$ cat src/design/usbd_pkg.sv
package usbd_pkg;
    // string table geometry
    localparam int unsigned NUM_STRINGS = 5;
    localparam logic [7:0] STR_IDX_FIRST = 8'h01;
    localparam logic [7:0] STR_IDX_LAST = 8'h05;
    localparam logic [7:0] STR_TYPE = 8'h03;
    localparam int unsigned NVM_ADDR_W = 16;

    // bulk companion descriptor content
    localparam logic [7:0] COMP_LEN = 8'h06;
    localparam logic [7:0] COMP_TYPE = 8'h30;
    localparam logic [7:0] COMP_ATTR = 8'h00;
    localparam logic [15:0] COMP_BPI = 16'h0000;
    localparam logic [3:0] BURST_DEFAULT = 4'h3;
    localparam logic [7:0] COMP_IDX_LEN = 8'h00;
    localparam logic [7:0] COMP_IDX_TYPE = 8'h01;
    localparam logic [7:0] COMP_IDX_BURST = 8'h02;
    localparam logic [7:0] COMP_IDX_ATTR = 8'h03;
    localparam logic [7:0] COMP_IDX_BPI_LO = 8'h04;
    localparam logic [7:0] COMP_IDX_BPI_HI = 8'h05;

    typedef enum logic [1:0] {
        REQ_STRING,
        REQ_COMP_IN,
        REQ_COMP_OUT
    } usbd_req_kind_t;

    typedef enum logic [1:0] {
        ST_IDLE,
        ST_RD,
        ST_CAP,
        ST_SEND
    } usbd_state_t;

    typedef struct packed {
        usbd_req_kind_t kind;
        logic [7:0] index;
        logic [15:0] langid;
        logic [15:0] max_len;
    } usbd_req_t;

    typedef struct packed {
        logic [7:0] len;
        logic [NVM_ADDR_W-1:0] offset;
    } usbd_str_entry_t;

    typedef struct packed {
        logic [3:0] bulk_in_burst_size;
        logic [3:0] bulk_out_burst_size;
    } usbd_cfg0_t;

    typedef struct packed {
        logic [7:0] data;
        logic last;
    } usbd_tx_t;
endpackage : usbd_pkg

$ cat src/design/usbd_desc_resp.sv
`timescale 1ns/1ps
`default_nettype none
module usbd_desc_resp import usbd_pkg::*; (
    // clock and reset
    input wire logic sys_clk_i,
    input wire logic rst_i,
    // descriptor request
    input wire logic req_valid_i,
    input wire usbd_req_t req_i,
    output logic req_ready_o,
    // configuration-set insertion point
    input wire logic superspeed_i,
    input wire logic ep_desc_end_i,
    input wire logic ep_is_in_i,
    // nonvolatile image
    input wire logic nvm_image_valid_i,
    input wire usbd_str_entry_t str_table_i [NUM_STRINGS],
    output logic nvm_rd_o,
    output logic [NVM_ADDR_W-1:0] nvm_addr_o,
    input wire logic [7:0] nvm_data_i,
    // configuration register fields
    input wire usbd_cfg0_t usb_config_register_zero_i,
    // answer stream
    output logic tx_valid_o,
    output var usbd_tx_t tx_o,
    input wire logic tx_ready_i,
    output logic stall_o,
    output logic done_o
);
    usbd_state_t state_q;
    usbd_req_kind_t src_q;
    logic [7:0] cnt_q;
    logic [7:0] last_q;
    logic [3:0] burst_q;
    logic [NVM_ADDR_W-1:0] addr_q;
    usbd_tx_t tx_q;
    logic tx_valid_q;
    logic stall_q;
    logic done_q;

    logic ins_fire;
    logic req_fire;
    logic idx_ok;
    logic str_exists;
    logic [2:0] tbl_idx;
    usbd_str_entry_t ent;
    logic [7:0] xlen;
    logic [3:0] burst_sel;
    logic hs;
    logic send_last;

    // companion byte by position; nothing here comes from the image
    function automatic logic [7:0] comp_byte(input logic [7:0] idx, input logic [3:0] burst);
        logic [7:0] b;
        b = 8'h00;
        case (idx)
            COMP_IDX_LEN: b = COMP_LEN;
            COMP_IDX_TYPE: b = COMP_TYPE;
            COMP_IDX_BURST: b = {4'h0, burst};
            COMP_IDX_ATTR: b = COMP_ATTR;
            COMP_IDX_BPI_LO: b = COMP_BPI[7:0];
            COMP_IDX_BPI_HI: b = COMP_BPI[15:8];
            default: b = 8'h00;
        endcase
        return b;
    endfunction : comp_byte

    // insertion has priority so the companion lands right after its endpoint
    assign ins_fire = (state_q == ST_IDLE) && ep_desc_end_i && superspeed_i;
    assign req_ready_o = (state_q == ST_IDLE) && !ins_fire;
    assign req_fire = req_valid_i && req_ready_o;
    assign hs = tx_valid_q && tx_ready_i;
    assign send_last = (cnt_q == last_q);

    // string table lookup; langid is never looked at
    assign idx_ok = (req_i.index >= STR_IDX_FIRST) && (req_i.index <= STR_IDX_LAST);
    assign tbl_idx = idx_ok ? 3'(req_i.index - STR_IDX_FIRST) : 3'h0;
    assign ent = str_table_i[tbl_idx];
    assign str_exists = nvm_image_valid_i && idx_ok && !((ent.len == 8'h00) && (ent.offset == '0));

    // burst field chosen per direction; 4 bits keep it within 0..15
    assign burst_sel = (req_i.kind == REQ_COMP_IN) ? usb_config_register_zero_i.bulk_in_burst_size
                                                   : usb_config_register_zero_i.bulk_out_burst_size;

    // bytes to send, cut to what the host asked for
    always_comb begin
        xlen = COMP_LEN;
        if (req_i.kind == REQ_STRING) begin
            xlen = (req_i.max_len < {8'h00, ent.len}) ? req_i.max_len[7:0] : ent.len;
        end else if (req_i.max_len < {8'h00, COMP_LEN}) begin
            xlen = req_i.max_len[7:0];
        end
    end

    // sequencing of a transfer
    always_ff @(posedge sys_clk_i) begin
        if (rst_i) begin
            state_q <= ST_IDLE;
        end else begin
            case (state_q)
                ST_IDLE: begin
                    if (ins_fire) begin
                        state_q <= ST_SEND;
                    end else if (req_fire && (xlen != 8'h00)) begin
                        if (req_i.kind != REQ_STRING) begin
                            state_q <= ST_SEND;
                        end else if (str_exists) begin
                            state_q <= ST_RD;
                        end
                    end
                end
                ST_RD: state_q <= ST_CAP;
                ST_CAP: state_q <= ST_SEND;
                ST_SEND: begin
                    if (hs) begin
                        if (send_last) begin
                            state_q <= ST_IDLE;
                        end else if (src_q == REQ_STRING) begin
                            state_q <= ST_RD;
                        end
                    end
                end
                default: state_q <= ST_IDLE;
            endcase
        end
    end

    // transfer bookkeeping: source, byte count, burst and image address
    always_ff @(posedge sys_clk_i) begin
        if (rst_i) begin
            src_q <= REQ_STRING;
            cnt_q <= 8'h00;
            last_q <= 8'h00;
            burst_q <= BURST_DEFAULT;
            addr_q <= '0;
        end else if (ins_fire) begin
            src_q <= ep_is_in_i ? REQ_COMP_IN : REQ_COMP_OUT;
            cnt_q <= 8'h00;
            last_q <= COMP_IDX_BPI_HI;
            burst_q <= ep_is_in_i ? usb_config_register_zero_i.bulk_in_burst_size
                                  : usb_config_register_zero_i.bulk_out_burst_size;
        end else if (req_fire) begin
            src_q <= req_i.kind;
            cnt_q <= 8'h00;
            last_q <= 8'(xlen - 8'h01);
            burst_q <= burst_sel;
            addr_q <= ent.offset;
        end else if ((state_q == ST_SEND) && hs && !send_last) begin
            cnt_q <= 8'(cnt_q + 8'h01);
            addr_q <= NVM_ADDR_W'(addr_q + 1'b1);
        end
    end

    // answer byte register; string bytes pass through untouched
    always_ff @(posedge sys_clk_i) begin
        if (rst_i) begin
            tx_q <= '0;
            tx_valid_q <= 1'b0;
        end else if (ins_fire) begin
            tx_q <= '{data: COMP_LEN, last: 1'b0};
            tx_valid_q <= 1'b1;
        end else if (req_fire && (req_i.kind != REQ_STRING) && (xlen != 8'h00)) begin
            tx_q <= '{data: comp_byte(COMP_IDX_LEN, burst_sel), last: (xlen == 8'h01)};
            tx_valid_q <= 1'b1;
        end else if (state_q == ST_CAP) begin
            tx_q <= '{data: nvm_data_i, last: send_last};
            tx_valid_q <= 1'b1;
        end else if (hs) begin
            if (!send_last && (src_q != REQ_STRING)) begin
                tx_q <= '{data: comp_byte(8'(cnt_q + 8'h01), burst_q), last: (8'(cnt_q + 8'h01) == last_q)};
            end else begin
                tx_valid_q <= 1'b0;
            end
        end
    end

    // one-cycle status pulses: stall in the data stage, or transfer complete
    always_ff @(posedge sys_clk_i) begin
        if (rst_i) begin
            stall_q <= 1'b0;
            done_q <= 1'b0;
        end else begin
            stall_q <= req_fire && (req_i.kind == REQ_STRING) && !str_exists;
            done_q <= (req_fire && (xlen == 8'h00) && ((req_i.kind != REQ_STRING) || str_exists))
                      || ((state_q == ST_SEND) && hs && send_last);
        end
    end

    // image read: one-cycle latency expected on nvm_data_i
    assign nvm_rd_o = (state_q == ST_RD);
    assign nvm_addr_o = addr_q;
    assign tx_o = tx_q;
    assign tx_valid_o = tx_valid_q;
    assign stall_o = stall_q;
    assign done_o = done_q;
endmodule : usbd_desc_resp
`default_nettype wire

$ cat config.mk
export PLATFORM = sky130hd
export DESIGN_NAME = usbd_desc_resp
export DESIGN_NICKNAME = d
export VERILOG_FILES = /design/src/design/usbd_pkg.sv /design/src/design/usbd_desc_resp.sv
export SDC_FILE = /design/constraint.sdc
export NUM_CORES = 1
export LEC_CHECK = 0
export BUFFER_PORTS_ARGS = -buffer_cell sky130_fd_sc_hd__buf_2
export CAP_MARGIN = 40
export CORE_MARGIN = 8
export CORE_UTILIZATION = 44
export CTS_CLUSTER_SIZE = 10
export DETAILED_ROUTE_END_ITERATION = 8
export PLACE_DENSITY = 0.78
export SYNTH_ARGS = -nofsm -noshare
export SYNTH_HDL_FRONTEND = slang
export SYNTH_SLANG_ARGS = --single-unit
$ cat constraint.sdc
create_clock -name sys_clk_i -period 5.5 [get_ports sys_clk_i]
set_input_delay 0.825 -clock sys_clk_i [delete_from_list [all_inputs] [get_ports sys_clk_i]]
set_output_delay 0.825 -clock sys_clk_i [all_outputs]
set_load 0.03 [all_outputs]
==> flow_metrics.tcl, run 1 <==
set metrics [dict create \
    critical_path.top_delay_family "compound AO/OA/AOI/OAI gates" \
    fin_skew_ps 2.24 \
    antenna_found_initial 4 \
    instances_no_fill 1018 \
    p_seq_frac 0.337 \
    status "complete, no violations" \
    cp-startpoint "req_i[32]" \
    hp-class "reg -> reg" \
    drt-pass1-iter-count 5 \
    clockPowerShare 0.142 \
    drc 0 \
    hold_slack_ps 476 \
    swShare 0.443 \
    clockBufferDepth 2 \
    place_inst 1005 \
    worst_ir_drop_vdd_mv 0.170 \
    cts_max_level 2 \
    r2r_slack_ps 2870 \
    slowest_stage "a2111oi_1" \
    cp.required_ps 5690 \
    synth_seq_cells 52 \
    grt_pass1_wl_um 27900 \
    die_area_um2 14700 \
    holdCritStartpoint "src_q[1]" \
    r2r_cells 10 \
    endpoint_kind "flop" \
    clock.fmax_ghz 0.192 \
    io_buffer_count 199 \
    cts_made_buffers 5 \
    period_needed_ps 5220 \
    gp_congestion 0.986 \
    p_int_w 0.000884 \
    core_um2 10800 \
    rsz0062_at_grt "false" \
    area_growth_syn_to_layout_pct 31.3 \
    tightest_slew_ps 709 \
    layout_common_cells "buf_2, nor2_1, nand2_1, dfxtp_1, buf_4" \
    max_slew_margin 0.526 \
    antenna_left 0 \
    yosysTopAreaCell "dfxtp_1" \
    wl_um 17300 \
    hpwlAfterDp_um 14400 \
    hold_violations 0 \
    globalRouteTotalUtil 0.230 \
    synth_edf_count 0 \
    power_density_nw_per_um2 248 \
    final_common_cell "buf_2" \
    leakage_nw 2.94 \
    fp-row-count 38 \
    start_util 0.450 \
    synthesis.area_um2 4860 \
    cp-start-kind "primary input" \
    synth_ff_type "dfxtp_1" \
    async_flop_share 0 \
    fp.dieW_um 121 \
    syn_inst 657 \
    vias_per_cell 5.73 \
    worst_hold_path.endpoint "src_q[1]" \
    cts_tree "done" \
    drv_cap 0 \
    die_h_um 121 \
    wl_per_cell_um 17.0 \
    ctsHoldBuffers 0 \
    min_path_cells 2 \
    cp.arrival_ps 5420 \
    r2r-end "nvm_addr_o[14]" \
    synth.distinct_cells 66 \
    cts_root_buf "clkbuf_8" \
    yosys_warnings 0 \
    synth_area_leaders "dfxtp_1, nor2_1, a211oi_1" \
    nFillCells 1002 \
    path_cells "buf_2 -> inv_1 -> ha_1 -> buf_4 -> xor2_2 -> and4_1 -> buf_4 -> buf_4 -> nand2_1 -> a211oi_1 -> inv_1 -> ha_1 -> nand2_1 -> or3_1 -> a2111oi_1 -> nor3_2 -> and2_1 -> o32a_1 -> inv_1 -> ha_1 -> nand4b_1 -> o211ai_1 -> mux2_1" \
    dp_slack_ps -117 \
    grt-ovfl-total 0 \
    synth_top_area_frac 0.214 \
    pin_count 216 \
    drv_slew 0 \
    drt_iter0_drc 407 \
    crit_type "in -> reg" \
    first_global_vias 5716 \
    grt_max_degree 44 \
    pwr-share-comb 0.521 \
    nets 1080 \
    cp_max_fo 6 \
    via_count 5833 \
    timing.rr.start "state_q[0]" \
    finalPower_w 0.00159 \
    setup_slack_ps 278 \
    max_stage_delay_ps 440 \
    finalCritPeriodShare 0.949 \
    avgSynthCellArea_um2 7.40 \
    finalSetupViolations 0 \
    p_switching_w 0.000702 \
    synth_seq_area_share 0.214 \
    clkSinkCount 52 \
    clkSlewWorstSetupHoldPaths_ps 90 \
    synth_nets 864 \
    cp_num_buf_inv 7 \
    drive_above_1_share 0.317 \
    clk_latency_ps 300 \
]
[metrics by stage]
step | utilization | cell area (µm²) | setup TNS (ps)
floorplan | - | 4860 | 0
global placement | 0.580 | 6250 | -344
detailed placement | 0.580 | 6250 | -391
CTS | 0.588 | 6350 | 0
global route | 0.592 | 6380 | 0
finish | 0.592 | 6380 | 0
[power groups by stage]
stage	sequential (W)	combinational (W)	clock, W
3_3_place_gp	0.000541	0.000814	0
6_report	0.000535	0.000826	0.000225
2_1_floorplan	0.000630	0.000459	0
3_5_place_dp	0.000543	0.000822	0
5_1_grt	0.000548	0.000910	0.000248
4_1_cts	0.000534	0.000826	0.000235
[worst max-delay path by stage]
stage,endpoint,slack [ps],depth (start not counted)
finish,state_q[1],280,23
global route,tx_o[5],5,23
CTS,state_q[1],190,21
detailed placement,state_q[1],-120,21
global placement,state_q[1],-110,20
floorplan,state_q[1],110,23
[cells in the mapped netlist (all sizes together), types with 6 or more instances]
| cell type | instances |
|---|---|
| a21o | 19 |
| nand4 | 6 |
| nor3b | 6 |
| a32oi | 18 |
| nor3 | 20 |
| a211oi | 38 |
| dfxtp | 52 |
| xnor2 | 9 |
| nor4 | 8 |
| o21ai | 20 |
| buf | 14 |
| clkbuf | 28 |
| mux2i | 12 |
| a21oi | 38 |
| inv | 23 |
| nor2 | 85 |
| and3 | 12 |
| nand3 | 14 |
| nand2 | 68 |
| or3 | 21 |
| o32ai | 15 |
| ha | 21 |
| and2 | 6 |
| xor2 | 31 |
[worst reg2reg max path, delay by kind of cell (launching register included)]
kind | cells | cell delay (ps)
flops | 1 | 390
simple gates | 5 | 1170
buf+inv | 2 | 320
compound gates | 1 | 230
fa+ha+maj | 1 | 290
xor+xnor | 1 | 150
[flip-flops by register name, summed over array words and instances (netlist names)]
name / count
state_q: 2
nvm_addr_o: 16
tx_o: 9
stall_o: 1
cnt_q: 8
src_q: 2
last_q: 8
burst_q: 4
done_o: 1
tx_valid_o: 1
[cells by family after synthesis]
kind of cell | synth area share
AO/OA/AOI/OAI | 0.306
XOR/XNOR | 0.0775
buffers and inverters | 0.0561
AND/OR/NAND/NOR | 0.265
flip-flops | 0.214
multiplexers | 0.0270
adder cells (fa/ha/maj) | 0.0540
[final cells by class]
cell class | instances | area, µm² | area share
flip-flops and latches | 52 | 1040 | 0.163
clock buffers | 7 | 86.3 | 0.0135
inverters | 23 | 86.3 | 0.0135
clock inverters | 1 | 7.51 | 0.00118
well taps | 140 | 175 | 0.0274
repair buffers | 251 | 1410 | 0.221
diodes | 4 | 10.0 | 0.00157
multi-input cells | 540 | 3570 | 0.559
[metal layers]
| metal | part of all wire | GRT usage | vias up |
|---|---|---|---|
| li1 | - | - | 2896 |
| met5 | 0 | 0 | - |
| met4 | 0.031 | 0.0999 | 0 |
| met2 | 0.49 | 0.401 | 230 |
| met3 | 0.078 | 0.0582 | 37 |
| met1 | 0.40 | 0.261 | 2670 |
[timing repair]
| action | CTS | global route |
|---|---|---|
| endpoints found under the setup margin | 0 | 11 |
| endpoints found under the hold margin | 0 | 0 |
| buffers inserted | 0 | 0 |
| gates resized for setup | 0 | 4 |
No activity file was read; power rests on OpenSTA's default activity.
==> inputs of run 2 (changes only) <==
- BUFFER_PORTS_ARGS: -buffer_cell sky130_fd_sc_hd__buf_2 -> unset
- CORE_UTILIZATION: 44 -> 50
- DONT_BUFFER_PORTS: unset -> 1
- PLACE_DENSITY: 0.78 -> 0.68
- RECOVER_POWER: unset -> 100
==> flow_metrics.tcl, run 2 (synthesis gave the netlist of run 1 again) <==
set metrics [dict create \
    multi_input_area_um2 3590 \
    clockPowerShare 0.180 \
    wl_um 17000 \
    dpl-instance-area_um2 5070 \
    p_seq_frac 0.435 \
    hpwlAfterDp_um 13800 \
    cp_max_fo 18 \
    grt_max_degree 44 \
    first_global_vias 5041 \
    endpoint_kind "flop" \
    wl_met1_um 6300 \
    via_count 5088 \
    grt-ovfl-total 0 \
    start_util 0.507 \
    cp_common_cell "inv_1" \
    core_um2 9590 \
    swShare 0.452 \
    die_h_um 115 \
    p_switching_w 0.000682 \
    r2r_slack_ps 1670 \
    vias_per_cell 6.47 \
    slowest_stage "a2111oi_0" \
    fp.dieW_um 115 \
    cp-startpoint "req_i[32]" \
    rsz0062_at_grt "false" \
    clockBufferDepth 2 \
    hold_violations 0 \
    drv_cap 1 \
    fin_area_um2 5220 \
    path_cells "inv_1 -> ha_2 -> xor2_2 -> and4_1 -> nand2_1 -> a211oi_2 -> inv_1 -> ha_1 -> a21o_1 -> a21o_1 -> a2111oi_0 -> and2_1 -> a21oi_1 -> o22ai_1 -> inv_1 -> ha_1 -> nand4b_1 -> o211ai_1 -> a2111oi_0" \
    cts_max_level 2 \
    nFillCells 937 \
    max_slew_margin -0.192 \
    drv_slew 44 \
    setup_tns_ps 0 \
    grt_pass1_wl_um 26200 \
    period_needed_ps 5110 \
    leakage_nw 2.02 \
    cts_tree "done" \
    layout_common_cells "nor2_1, nand2_1, dfxtp_1, a21oi_1, a211oi_1" \
    drt_iter0_drc 345 \
    hp-class "reg -> reg" \
    crit_type "in -> reg" \
    pin_count 216 \
    die_area_um2 13100 \
    register_area_um2 1040 \
    cp-start-kind "primary input" \
    cts_root_buf "clkbuf_8" \
    dr_wl_met3_um 1570 \
    fp-row-count 36 \
    tightest_slew_ps 1790 \
    finalPower_w 0.00151 \
    cp.arrival_ps 5310 \
    clk_latency_ps 320 \
    violations "capacitance limit, slew limit" \
    io_buffer_count 0 \
    worst_ir_drop_vdd_mv 0.151 \
    instances_no_fill 786 \
    clock.fmax_ghz 0.196 \
    cts_made_buffers 5 \
    finalSetupViolations 0 \
    critical_path.top_delay_family "compound AO/OA/AOI/OAI gates" \
    final_common_cell "nor2_1" \
    globalRouteTotalUtil 0.250 \
    r2r_cells 10 \
    top_layer_used "met4" \
    ctsHoldBuffers 0 \
    timing.rr.start "state_q[0]" \
    pwr-share-comb 0.385 \
    finalCritPeriodShare 0.929 \
    area_growth_syn_to_layout_pct 7.39 \
    power_density_nw_per_um2 289 \
    endpoint "state_q[0]" \
    largest_reg_flops 16 \
    drt-pass1-iter-count 5 \
    r2r-end "burst_q[0]" \
    nets 858 \
    drc 0 \
    wl_per_cell_um 21.7 \
    antenna_found_initial 1 \
    max_stage_delay_ps 750 \
    place_inst 777 \
    path_depth 19 \
    gp_congestion 0.916 \
    clkSlewWorstSetupHoldPaths_ps 100 \
    antenna_left 0 \
    status "finished with violations" \
    clkSinkCount 52 \
    routed-wl-met2_um 8640 \
    p_int_w 0.000826 \
    cp_num_buf_inv 3 \
    cp.required_ps 5700 \
    fin_skew_ps 8.00 \
    drive_above_1_share 0.0874 \
]
[run 2: how the worst min path moves through the flow]
stage,start,end,cells after the start
floorplan,src_q[1],src_q[1],2
global placement,src_q[1],src_q[1],2
detailed placement,src_q[1],src_q[1],2
CTS,src_q[1],src_q[1],2
global route,src_q[1],src_q[1],2
finish,src_q[1],src_q[1],2
[run 2: repair_timing]
item,in CTS,in global routing
setup endpoints to repair,0,11
buffers inserted,0,0
resized for setup,0,7
endpoints found under the hold margin,0,0
[run 2: area by class of cell]
cell class / count / area share
Inverter: 23 / 0.0165
Clock inverter: 3 / 0.00815
Multi-Input combinational cell: 540 / 0.687
Clock buffer: 5 / 0.0132
Sequential cell: 52 / 0.199
Tap cell: 133 / 0.0319
Antenna cell: 1 / 0.000479
Timing Repair Buffer: 29 / 0.0434
[run 2: worst reg2reg max path, cell delays in order, from the launching register on]
cell      delay [ps]
dfxtp_1          350
inv_1            120
ha_1             280
nand3_1          280
nand2_1          200
inv_1            220
nand2_1          140
clkbuf_1        1290
nand2_1          460
o21ai_0          300
nand2_1           80
[run 2: power by group through the flow]
stage          combinational (W)  sequential, W  clock, W
6_report                0.000581       0.000656  0.000271
5_1_grt                 0.000647       0.000670  0.000288
4_1_cts                 0.000574       0.000657  0.000272
3_5_place_dp            0.000572       0.000665         0
3_3_place_gp            0.000553       0.000663         0
2_1_floorplan           0.000459       0.000630         0
[run 2: stage by stage]
stage | hold slack (ps) | utilization | setup WS (ps)
floorplan | 441 | - | 111
global placement | 445 | 0.529 | 69.9
detailed placement | 458 | 0.529 | -73.7
CTS | 471 | 0.540 | 249
global route | 503 | 0.544 | 25.0
finish | 473 | 0.544 | 389
[run 2: routing by layer]
layer,GRT usage,vias to the layer above
met5,0,-
met4,0.0932,0
met3,0.0781,42
met2,0.452,230
met1,0.263,2378
li1,-,2438
